## src/design/emac_regs.vh

```
`ifndef EMAC_REGS_VH
`define EMAC_REGS_VH

// Network side control characters.
`define EMAC_CH_IDLE     8'h07
`define EMAC_CH_TERM     8'hFD
`define EMAC_CH_ERR      8'hFE
`define EMAC_START_COL   64'hD5555555555555FB
`define EMAC_START_CTL   8'h01
`define EMAC_IDLE_COL    64'h0707070707070707
`define EMAC_ERR_COL     64'hFEFEFEFEFEFEFEFE

// Checksum constants.
`define EMAC_CRC_INIT    32'hFFFFFFFF
`define EMAC_CRC_POLY    32'hEDB88320
`define EMAC_CRC_RESIDUE 32'hDEBB20E3

// Register map: address bit 8 selects the sub-block, the low byte the register.
`define EMAC_SEL_BIT     8
`define EMAC_OFF_CTRL    8'h00
`define EMAC_OFF_FRAMES  8'h04
`define EMAC_OFF_ERRS    8'h08
`define EMAC_OFF_OCTETS  8'h0C
`define EMAC_CTRL_RST    2'h3
`define EMAC_CTRL_CRC    0
`define EMAC_CTRL_STATS  1

// Idle columns appended after each transmitted frame.
`define EMAC_IPG_COLS    2'h2

`endif

```

## src/design/emac_crc.v

```verilog
`timescale 1ns/1ns
`include "emac_regs.vh"
module emac_crc (
   // Running checksum and the bytes to fold in, lane 0 first.
   input  wire [31:0] crc_in,
   input  wire [63:0] data,
   input  wire [3:0]  nbytes,
   output reg  [31:0] crc_out
);
   integer i;
   integer b;
   reg     fb;

   // Bit-serial reflected update unrolled over up to eight lanes.
   always @* begin
      crc_out = crc_in;
      fb      = 1'b0;
      for (i = 0; i < 8; i = i + 1) begin
         if (i < nbytes) begin
            for (b = 0; b < 8; b = b + 1) begin
               fb      = crc_out[0] ^ data[8*i+b];
               crc_out = {1'b0, crc_out[31:1]} ^ (fb ? `EMAC_CRC_POLY : 32'h00000000);
            end
         end
      end
   end
endmodule

```

## src/design/emac_fifo.v

```verilog
`timescale 1ns/1ns
module emac_fifo #(
   parameter WIDTH = 70,
   parameter DEPTH = 8,
   parameter AW    = 3
) (
   // Clock and reset.
   input  wire             mclk,
   input  wire             resetn,
   // Fill side.
   input  wire             in_valid,
   output reg              in_ready,
   input  wire [WIDTH-1:0] in_data,
   // Drain side.
   output wire             out_valid,
   input  wire             out_ready,
   output wire [WIDTH-1:0] out_data
);
   reg [WIDTH-1:0] mem [0:DEPTH-1];
   reg [AW-1:0]    wp_r;
   reg [AW-1:0]    rp_r;
   reg [AW:0]      cnt_r;
   reg             nempty_r;
   wire            push = in_valid & in_ready;
   wire            pop  = nempty_r & out_ready;
   wire [AW:0]     cnt_nxt = cnt_r + {{AW{1'b0}}, push} - {{AW{1'b0}}, pop};

   assign out_valid = nempty_r;
   assign out_data  = mem[rp_r];

   // Full and empty are registered so that ready has no combinational path from the drain side.
   always @(posedge mclk or negedge resetn) begin
      if (!resetn) begin
         wp_r     <= {AW{1'b0}};
         rp_r     <= {AW{1'b0}};
         cnt_r    <= {(AW+1){1'b0}};
         nempty_r <= 1'b0;
         in_ready <= 1'b0;
      end else begin
         if (push) begin
            wp_r <= (wp_r == DEPTH - 1) ? {AW{1'b0}} : wp_r + 1'b1;
         end
         if (pop) begin
            rp_r <= (rp_r == DEPTH - 1) ? {AW{1'b0}} : rp_r + 1'b1;
         end
         cnt_r    <= cnt_nxt;
         nempty_r <= (cnt_nxt != 0);
         in_ready <= (cnt_nxt != DEPTH);
      end
   end

   // Storage has no reset; only written words are ever read.
   always @(posedge mclk) begin
      if (push) begin
         mem[wp_r] <= in_data;
      end
   end
endmodule

```

## src/design/emac_top.v

```verilog
`timescale 1ns/1ns
`include "emac_regs.vh"
module emac_top #(
   parameter FIFO_DEPTH = 8,
   parameter FIFO_AW    = 3
) (
   // Clock and reset.
   input  wire        mclk,
   input  wire        resetn,
   // Client transmit sink.
   input  wire [63:0] tx_data,
   input  wire        tx_valid,
   input  wire        tx_sop,
   input  wire        tx_eop,
   input  wire [2:0]  tx_empty,
   input  wire        tx_error,
   output wire        tx_ready,
   // Client receive source.
   output wire [63:0] rx_data,
   output wire        rx_valid,
   output wire        rx_sop,
   output wire        rx_eop,
   output wire [2:0]  rx_empty,
   output wire        rx_error,
   input  wire        rx_ready,
   // Network side.
   output reg  [63:0] xgmii_txd,
   output reg  [7:0]  xgmii_txc,
   input  wire [63:0] xgmii_rxd,
   input  wire [7:0]  xgmii_rxc,
   // Register slave port.
   input  wire [9:0]  csr_address,
   input  wire        csr_read,
   input  wire        csr_write,
   input  wire [31:0] csr_writedata,
   output reg  [31:0] csr_readdata,
   output reg         csr_readdatavalid
);
   localparam T_IDLE = 2'h0;
   localparam T_DATA = 2'h1;
   localparam T_TAIL = 2'h2;
   localparam T_GAP  = 2'h3;
   localparam R_IDLE = 2'h0;
   localparam R_DATA = 2'h1;
   localparam R_LAST = 2'h2;

   // Client words are big endian; lane 0 carries the first byte.
   function [63:0] bswap;
      input [63:0] d;
      integer i;
      begin
         for (i = 0; i < 8; i = i + 1) begin
            bswap[8*i+:8] = d[8*(7-i)+:8];
         end
      end
   endfunction

   // Last data lanes, checksum, terminate and idle fill over two columns.
   function [143:0] tail;
      input [63:0] d;
      input [3:0]  n;
      input [31:0] f;
      input        addf;
      input        err;
      integer i;
      reg [4:0]   e;
      reg [127:0] o;
      reg [15:0]  c;
      begin
         e = {1'b0, n} + (addf ? 5'h04 : 5'h00);
         o = 128'h0;
         c = 16'h0;
         for (i = 0; i < 16; i = i + 1) begin
            if (i < n) begin
               o[8*i+:8] = d[8*(i%8)+:8];
            end else if (i < e) begin
               o[8*i+:8] = f[8*((i-n)%4)+:8];
            end else if (i == e) begin
               o[8*i+:8] = err ? `EMAC_CH_ERR : `EMAC_CH_TERM;
               c[i] = 1'b1;
            end else begin
               o[8*i+:8] = `EMAC_CH_IDLE;
               c[i] = 1'b1;
            end
         end
         tail = {c, o};
      end
   endfunction

   // Lane holding the terminate character, or 8 when there is none.
   function [3:0] term_lane;
      input [63:0] d;
      input [7:0]  c;
      integer i;
      begin
         term_lane = 4'h8;
         for (i = 7; i >= 0; i = i - 1) begin
            if (c[i] && d[8*i+:8] == `EMAC_CH_TERM) begin
               term_lane = i[3:0];
            end
         end
      end
   endfunction

   // Control bits and statistics of both sub-blocks.
   reg  [1:0]  tx_ctrl_r;
   reg  [1:0]  rx_ctrl_r;
   reg  [31:0] tx_frames_r;
   reg  [31:0] tx_errs_r;
   reg  [31:0] tx_octets_r;
   reg  [31:0] rx_frames_r;
   reg  [31:0] rx_errs_r;
   reg  [31:0] rx_octets_r;

   // Transmit path state.
   wire        tf_valid;
   wire [69:0] tf_data;
   reg         tf_pop;
   reg  [1:0]  tx_state_r;
   reg  [31:0] tx_crc_r;
   reg  [63:0] tail_d_r;
   reg  [7:0]  tail_c_r;
   reg  [1:0]  gap_r;
   reg  [31:0] tx_bytes_r;
   wire [63:0] tf_word  = bswap(tf_data[63:0]);
   wire        tf_sop   = tf_data[64];
   wire        tf_eop   = tf_data[65];
   wire [3:0]  tf_n     = 4'h8 - {1'b0, tf_data[68:66]};
   wire        tf_err   = tf_data[69];
   wire [31:0] tx_crc_nxt;
   wire [143:0] tx_tail = tail(tf_word, tf_n, ~tx_crc_nxt, tx_ctrl_r[`EMAC_CTRL_CRC], tf_err);

   emac_fifo #(.WIDTH(70), .DEPTH(FIFO_DEPTH), .AW(FIFO_AW)) u_tx_fifo (
      .mclk      (mclk),
      .resetn    (resetn),
      .in_valid  (tx_valid),
      .in_ready  (tx_ready),
      .in_data   ({tx_error, tx_empty, tx_eop, tx_sop, tx_data}),
      .out_valid (tf_valid),
      .out_ready (tf_pop),
      .out_data  (tf_data)
   );

   emac_crc u_tx_crc (
      .crc_in  (tx_crc_r),
      .data    (tf_word),
      .nbytes  (tf_eop ? tf_n : 4'h8),
      .crc_out (tx_crc_nxt)
   );

   // The engine pops only in the data state, so the queue holds client words through the start, tail and gap columns.
   always @* begin
      tf_pop = (tx_state_r == T_DATA) && tf_valid;
   end

   // Transmit engine: start column, swapped data, tail with checksum, idle gap.
   always @(posedge mclk or negedge resetn) begin
      if (!resetn) begin
         tx_state_r  <= T_IDLE;
         xgmii_txd   <= `EMAC_IDLE_COL;
         xgmii_txc   <= 8'hFF;
         tx_crc_r    <= `EMAC_CRC_INIT;
         tail_d_r    <= `EMAC_IDLE_COL;
         tail_c_r    <= 8'hFF;
         gap_r       <= 2'h0;
         tx_bytes_r  <= 32'h0;
         tx_frames_r <= 32'h0;
         tx_errs_r   <= 32'h0;
         tx_octets_r <= 32'h0;
      end else begin
         case (tx_state_r)
            T_IDLE: begin
               xgmii_txd <= `EMAC_IDLE_COL;
               xgmii_txc <= 8'hFF;
               if (tf_valid && tf_sop) begin
                  xgmii_txd  <= `EMAC_START_COL;
                  xgmii_txc  <= `EMAC_START_CTL;
                  tx_crc_r   <= `EMAC_CRC_INIT;
                  tx_bytes_r <= 32'h0;
                  tx_state_r <= T_DATA;
               end
            end
            T_DATA: begin
               if (!tf_valid) begin
                  // A stalled client mid-frame becomes error columns on the wire.
                  xgmii_txd <= `EMAC_ERR_COL;
                  xgmii_txc <= 8'hFF;
               end else if (!tf_eop) begin
                  xgmii_txd  <= tf_word;
                  xgmii_txc  <= 8'h00;
                  tx_crc_r   <= tx_crc_nxt;
                  tx_bytes_r <= tx_bytes_r + 32'h8;
               end else begin
                  xgmii_txd <= tx_tail[63:0];
                  xgmii_txc <= tx_tail[135:128];
                  tail_d_r  <= tx_tail[127:64];
                  tail_c_r  <= tx_tail[143:136];
                  gap_r     <= 2'h0;
                  if (tx_ctrl_r[`EMAC_CTRL_STATS]) begin
                     if (tf_err) begin
                        tx_errs_r <= tx_errs_r + 32'h1;
                     end else begin
                        tx_frames_r <= tx_frames_r + 32'h1;
                        tx_octets_r <= tx_octets_r + tx_bytes_r + {28'h0, tf_n};
                     end
                  end
                  tx_state_r <= T_TAIL;
               end
            end
            T_TAIL: begin
               xgmii_txd  <= tail_d_r;
               xgmii_txc  <= tail_c_r;
               tx_state_r <= T_GAP;
            end
            default: begin
               xgmii_txd <= `EMAC_IDLE_COL;
               xgmii_txc <= 8'hFF;
               gap_r     <= gap_r + 2'h1;
               if (gap_r == `EMAC_IPG_COLS - 2'h1) begin
                  tx_state_r <= T_IDLE;
               end
            end
         endcase
      end
   end

   // Receive path state.
   reg  [1:0]  rx_state_r;
   reg  [31:0] rx_crc_r;
   reg  [63:0] prev_r;
   reg         have_prev_r;
   reg         first_r;
   reg         ovf_r;
   reg  [63:0] last_r;
   reg  [2:0]  last_empty_r;
   reg  [31:0] rx_bytes_r;
   reg         rp_valid_r;
   reg  [69:0] rp_data_r;
   wire        rp_ready;
   wire [69:0] rq_data;
   wire        rp_lost = rp_valid_r & ~rp_ready;
   wire [3:0]  t_lane  = term_lane(xgmii_rxd, xgmii_rxc);
   wire [31:0] rx_crc_nxt;
   wire        crc_ok  = (rx_crc_nxt == `EMAC_CRC_RESIDUE) || !rx_ctrl_r[`EMAC_CTRL_CRC];
   wire        rx_on   = (rx_state_r == R_DATA);

   emac_crc u_rx_crc (
      .crc_in  (rx_crc_r),
      .data    (xgmii_rxd),
      .nbytes  (xgmii_rxc == 8'h00 ? 4'h8 : t_lane),
      .crc_out (rx_crc_nxt)
   );

   emac_fifo #(.WIDTH(70), .DEPTH(FIFO_DEPTH), .AW(FIFO_AW)) u_rx_fifo (
      .mclk      (mclk),
      .resetn    (resetn),
      .in_valid  (rp_valid_r),
      .in_ready  (rp_ready),
      .in_data   (rp_data_r),
      .out_valid (rx_valid),
      .out_ready (rx_ready),
      .out_data  (rq_data)
   );

   assign rx_data  = rq_data[63:0];
   assign rx_sop   = rq_data[64];
   assign rx_eop   = rq_data[65];
   assign rx_empty = rq_data[68:66];
   assign rx_error = rq_data[69];

   // Receive engine: check the start column, hold one word back to strip the checksum.
   always @(posedge mclk or negedge resetn) begin
      if (!resetn) begin
         rx_state_r   <= R_IDLE;
         rx_crc_r     <= `EMAC_CRC_INIT;
         prev_r       <= 64'h0;
         have_prev_r  <= 1'b0;
         first_r      <= 1'b0;
         ovf_r        <= 1'b0;
         last_r       <= 64'h0;
         last_empty_r <= 3'h0;
         rx_bytes_r   <= 32'h0;
         rp_valid_r   <= 1'b0;
         rp_data_r    <= 70'h0;
         rx_frames_r  <= 32'h0;
         rx_errs_r    <= 32'h0;
         rx_octets_r  <= 32'h0;
      end else begin
         // A refused last word is offered again, so every frame keeps its end marker.
         rp_valid_r <= rp_lost & rp_data_r[65];
         // The network cannot be stalled, so a full queue poisons the frame.
         if (rp_lost) begin
            ovf_r <= 1'b1;
         end
         case (rx_state_r)
            R_IDLE: begin
               // A last word still waiting for room costs the next frame as a whole.
               if (xgmii_rxc == `EMAC_START_CTL && xgmii_rxd == `EMAC_START_COL &&
                   !rp_valid_r) begin
                  rx_state_r  <= R_DATA;
                  rx_crc_r    <= `EMAC_CRC_INIT;
                  have_prev_r <= 1'b0;
                  first_r     <= 1'b1;
                  ovf_r       <= 1'b0;
                  rx_bytes_r  <= 32'h0;
               end
            end
            R_DATA: begin
               if (xgmii_rxc == 8'h00) begin
                  rx_crc_r    <= rx_crc_nxt;
                  prev_r      <= bswap(xgmii_rxd);
                  have_prev_r <= 1'b1;
                  if (have_prev_r) begin
                     rp_valid_r <= 1'b1;
                     rp_data_r  <= {1'b0, 3'h0, 1'b0, first_r, prev_r};
                     first_r    <= 1'b0;
                     rx_bytes_r <= rx_bytes_r + 32'h8;
                  end
               end else begin
                  rx_state_r <= R_IDLE;
                  if (have_prev_r) begin
                     rp_valid_r <= 1'b1;
                     if (t_lane == 4'h8) begin
                        rp_data_r <= {1'b1, 3'h0, 1'b1, first_r, prev_r};
                     end else if (t_lane > 4'h4) begin
                        // Data bytes precede the checksum in this column: one more word follows.
                        rp_data_r    <= {1'b0, 3'h0, 1'b0, first_r, prev_r};
                        last_r       <= bswap(xgmii_rxd);
                        last_empty_r <= 3'h4 - t_lane[2:0];
                        rx_bytes_r   <= rx_bytes_r + 32'h8 + {28'h0, t_lane} - 32'h4;
                        rx_state_r   <= R_LAST;
                     end else begin
                        rp_data_r <= {~crc_ok | ovf_r | rp_lost, 3'h4 - t_lane[2:0], 1'b1,
                                      first_r, prev_r};
                        if (rx_ctrl_r[`EMAC_CTRL_STATS]) begin
                           if (crc_ok && !ovf_r && !rp_lost) begin
                              rx_frames_r <= rx_frames_r + 32'h1;
                              rx_octets_r <= rx_octets_r + rx_bytes_r + 32'h4 + {28'h0, t_lane};
                           end else begin
                              rx_errs_r <= rx_errs_r + 32'h1;
                           end
                        end
                     end
                  end
                  if (t_lane > 4'h4) begin
                     ovf_r <= ovf_r | rp_lost | ~crc_ok;
                  end
               end
            end
            R_LAST: begin
               rx_state_r <= R_IDLE;
               rp_valid_r <= 1'b1;
               rp_data_r  <= {ovf_r | rp_lost, last_empty_r, 1'b1, 1'b0, last_r};
               if (rx_ctrl_r[`EMAC_CTRL_STATS]) begin
                  if (!ovf_r && !rp_lost) begin
                     rx_frames_r <= rx_frames_r + 32'h1;
                     rx_octets_r <= rx_octets_r + rx_bytes_r;
                  end else begin
                     rx_errs_r <= rx_errs_r + 32'h1;
                  end
               end
            end
            default: begin
               rx_state_r <= R_IDLE;
            end
         endcase
      end
   end

   // Bridge: address bit 8 picks the sub-block, the low byte picks its register.
   wire        sel_rx = csr_address[`EMAC_SEL_BIT];
   wire [7:0]  off    = csr_address[7:0];
   reg  [31:0] rd_mux;

   always @* begin
      case (off)
         `EMAC_OFF_CTRL:   rd_mux = {30'h0, sel_rx ? rx_ctrl_r : tx_ctrl_r};
         `EMAC_OFF_FRAMES: rd_mux = sel_rx ? rx_frames_r : tx_frames_r;
         `EMAC_OFF_ERRS:   rd_mux = sel_rx ? rx_errs_r : tx_errs_r;
         `EMAC_OFF_OCTETS: rd_mux = sel_rx ? rx_octets_r : tx_octets_r;
         default:          rd_mux = 32'h0;
      endcase
   end

   // Reads answer one cycle later; unmapped offsets read zero, writes to them are dropped.
   always @(posedge mclk or negedge resetn) begin
      if (!resetn) begin
         tx_ctrl_r         <= `EMAC_CTRL_RST;
         rx_ctrl_r         <= `EMAC_CTRL_RST;
         csr_readdata      <= 32'h0;
         csr_readdatavalid <= 1'b0;
      end else begin
         csr_readdatavalid <= csr_read;
         if (csr_read) begin
            csr_readdata <= rd_mux;
         end
         if (csr_write && off == `EMAC_OFF_CTRL) begin
            if (sel_rx) begin
               rx_ctrl_r <= csr_writedata[1:0];
            end else begin
               tx_ctrl_r <= csr_writedata[1:0];
            end
         end
      end
   end
endmodule

```

## config.mk

```make
export PLATFORM = sky130hd
export DESIGN_NAME = emac_top
export DESIGN_NICKNAME = d
export VERILOG_FILES = /design/src/design/emac_crc.v /design/src/design/emac_fifo.v /design/src/design/emac_top.v
export VERILOG_INCLUDE_DIRS = /design/src /design/src/design
export SDC_FILE = /design/constraint.sdc
export NUM_CORES = 2
export LEC_CHECK = 0
export BUFFER_PORTS_ARGS = -buffer_cell sky130_fd_sc_hd__buf_2
export CAP_MARGIN = 30
export CORE_AREA = 2 2 427 429
export CTS_BUF_LIST = sky130_fd_sc_hd__clkbuf_16
export DETAILED_ROUTE_END_ITERATION = 10
export DIE_AREA = 0 0 429 431
export PLACE_DENSITY = 0.77
export SLEW_MARGIN = 20
export SYNTH_ARGS = -nofsm -noshare
export SYNTH_HDL_FRONTEND = slang
export SYNTH_SLANG_ARGS = --single-unit
```

## constraint.sdc

```tcl
create_clock -name mclk -period 21.7 [get_ports mclk]
set_input_delay 2.17 -clock mclk [delete_from_list [all_inputs] [get_ports mclk]]
set_output_delay 2.17 -clock mclk [all_outputs]
set_load 0.02 [all_outputs]
```

==> flow_metrics.tcl <==
set metrics [dict create \
    cts_setup_buffers 0 \
    grt_pass1_wl_um 487000 \
    via_count 76705 \
    hold_buffers 0 \
    via_per_inst 6.54 \
    min_path_cells 2 \
    synth_common_cells "edfxtp_1, xnor2_1, nand2_1" \
    cts-root-buf "clkbuf_16" \
    synthFlopType "edfxtp_1" \
    yosysWarnings 0 \
    antenna_found_initial 26 \
    worst_pin_slew_ns 1.09 \
    grt_pass1_vias 75010 \
    cp.depth 40 \
    grt_usage 0.350 \
    fmaxAchievable_ghz 0.0602 \
    hpwlAfterDp_um 228000 \
    die_height_um 431 \
    final_hold_viol_count 0 \
    max_cap_violations 0 \
    rsz0062_at_grt "no" \
    synth.most_common_cell "edfxtp_1" \
    fin_crit_ns 16.60 \
    core_um2 180000 \
    min_path_type "reg -> reg" \
    numCtsBuffers 185 \
    ios 367 \
    whs_ns 0.451 \
    synthXorXnorAreaFrac 0.141 \
    crit_slowest_cell "o21ai_0" \
    setup_viol 0 \
    synth_compound_area_frac 0.107 \
    startpoint_type "register" \
    fin_nets 9552 \
    syn_area_per_cell_um2 12.0 \
    crit_type "reg -> reg" \
    cts.sinks 1853 \
    rr_worst_depth 40 \
    synth_cell_types 133 \
    postCtsResizedCells 0 \
    yosysTopAreaCellShare 0.313 \
    r2r_start "u_tx_fifo.rp_r[1]" \
    portBuffers 335 \
    synthMuxAreaShare 0.124 \
    cts_buffer_depth 3 \
    drt_iter0_drc 8106 \
    critPathMaxFanout 65 \
    final-max-slew-violation-count 0 \
    final_layout_size_suffix_gt1_frac 0.194 \
    synthCells 8967 \
    synth_fp_nets 9335 \
    finalCritPeriodShare 0.765 \
    synthTopCellsByArea "edfxtp_1, dfrtp_1, xnor2_1" \
    skew_ns 0.0741 \
    gp_congestion 1.04 \
    routedWlPerCell_um 28.0 \
    synth_fa_ha_area_frac 0.0212 \
    holdCritStartpoint "tail_d_r[57]" \
    final.setup.tns_ns 0 \
    yosys.area_share.simple 0.0940 \
    die_w_um 429 \
    crit_arrival_ns 17.29 \
    clk_latency_ns 0.87 \
    wl_um 328000 \
    dr.pass1.iters 7 \
    synth_enable_flop_cells 1120 \
    synth_top_area_cell "edfxtp_1" \
    ys_async_sr_fraction 0.396 \
    critPathTopFamily "simple AND/OR/NAND/NOR gates" \
    tritoncts "yes" \
    setup.worst_path.start "u_tx_fifo.rp_r[1]" \
    ys_seq_area_frac 0.485 \
    synth_top_family_by_area "XOR/XNOR gates" \
    cp-end-kind "register" \
    critPathMaxStageDelay_ns 0.94 \
    ctsHtreeMaxLevel 4 \
    die-area_um2 185000 \
    core.rowCount 156 \
    required_ns 22.38 \
    start_util 0.597 \
    path_buf_inv 3 \
    drcViolationCount 0 \
    slew_headroom 0.253 \
    netlist_area_um2 108000 \
    path_clk_slew_ns 0.06 \
    ys_ff_latch 1853 \
    status "complete, no violations" \
    grt_max_degree 174 \
    ant_nets 0 \
    ff2ff_setup_slack_ns 5.10 \
    grt-ovfl-total 0 \
    area_growth_pct 10.1 \
]
==> layout by cell type, fill, tap and decap left out, drive strengths merged, types with 75 or more instances in the layout <==
master  netlist  layout
edfxtp     1120    1120
xnor2       819     819
nand2       748     748
dfrtp       601     601
nor2        548     548
buf         139     523
o21ai       490     490
a21oi       485     485
mux2        369     369
xor2        327     327
inv         250     318
mux2i       315     315
mux4        268     268
nand3       203     203
clkbuf      356     189
xnor3       173     173
ha          171     171
nor3        149     149
dfstp       132     132
and3         98      98
nand4        88      88
a221oi       75      75
==> registers in the layout (all words and copies together) (netlist names), 8 cells and up <==
signal         cells
rx_bytes_r        32
csr_readdata      32
u_tx_fifo.mem    560
rx_errs_r         32
xgmii_txd         64
rx_frames_r       32
tx_octets_r       32
last_r            64
tx_frames_r       32
tx_errs_r         32
rx_octets_r       32
tx_bytes_r        29
xgmii_txc          8
rp_data_r         70
tail_d_r          64
tail_c_r           8
u_rx_fifo.mem    560
prev_r            64
rx_crc_r          32
tx_crc_r          32
==> kinds of logic after synthesis <==
family | after synthesis
flip-flops | 1853
multiplexers | 952
adder cells (fa/ha/maj) | 178
buffers and inverters | 747
XOR/XNOR | 1340
AO/OA/AOI/OAI | 1750
AND/OR/NAND/NOR | 2147
==> tightest hold or removal path, stage by stage, from the launching register on <==
cell and delay (ns):
dfstp_2 0.37, nand2_1 0.04, nand2_1 0.04
==> through the flow <==
step	setup WS (ns)	instance area, um2	instances	util
detailed placement	5.50	112000	11354	0.622
global placement	5.53	112000	11335	0.621
floorplan	8.87	108000	8967	-
global route	4.52	118000	11720	0.657
CTS	5.40	118000	11700	0.656
finish	5.10	118000	11727	0.657
==> layer usage <==
| metal | part of all wire | GRT usage | vias to the layer above | wire (um) |
|---|---|---|---|---|
| met2 | 0.47 | 0.559 | 3830 | 154000 |
| met1 | 0.38 | 0.461 | 38478 | 126000 |
| met4 | 0.062 | 0.191 | 14 | 20300 |
| met5 | 0.00031 | 0 | - | 101 |
| met3 | 0.083 | 0.0600 | 827 | 27100 |
| li1 | - | - | 33556 | - |
==> cell type report <==
| cell class | count | area, um2 |
|---|---|---|
| Fill cell | 13007 | 61700 |
| Inverter | 252 | 946 |
| Tap cell | 2370 | 2970 |
| Clock inverter | 158 | 1420 |
| Clock buffer | 188 | 4700 |
| Sequential cell | 1853 | 52200 |
| Timing Repair Buffer | 525 | 3350 |
| Antenna cell | 14 | 35.0 |
| Multi-Input combinational cell | 6367 | 52900 |
==> worst paths after layout <==
kind	to
worst max-delay path	xgmii_txd[3]
max in group asynchronous	tx_octets_r[24]
min in group asynchronous	prev_r[38]
worst min-delay path	tail_d_r[57]
worst max register to register	xgmii_txd[3]
worst min register to register	tail_d_r[57]
Power is left out: the tool's default activity adds up to more than one toggle a clock period on the data nets, which glitch-free logic cannot reach.
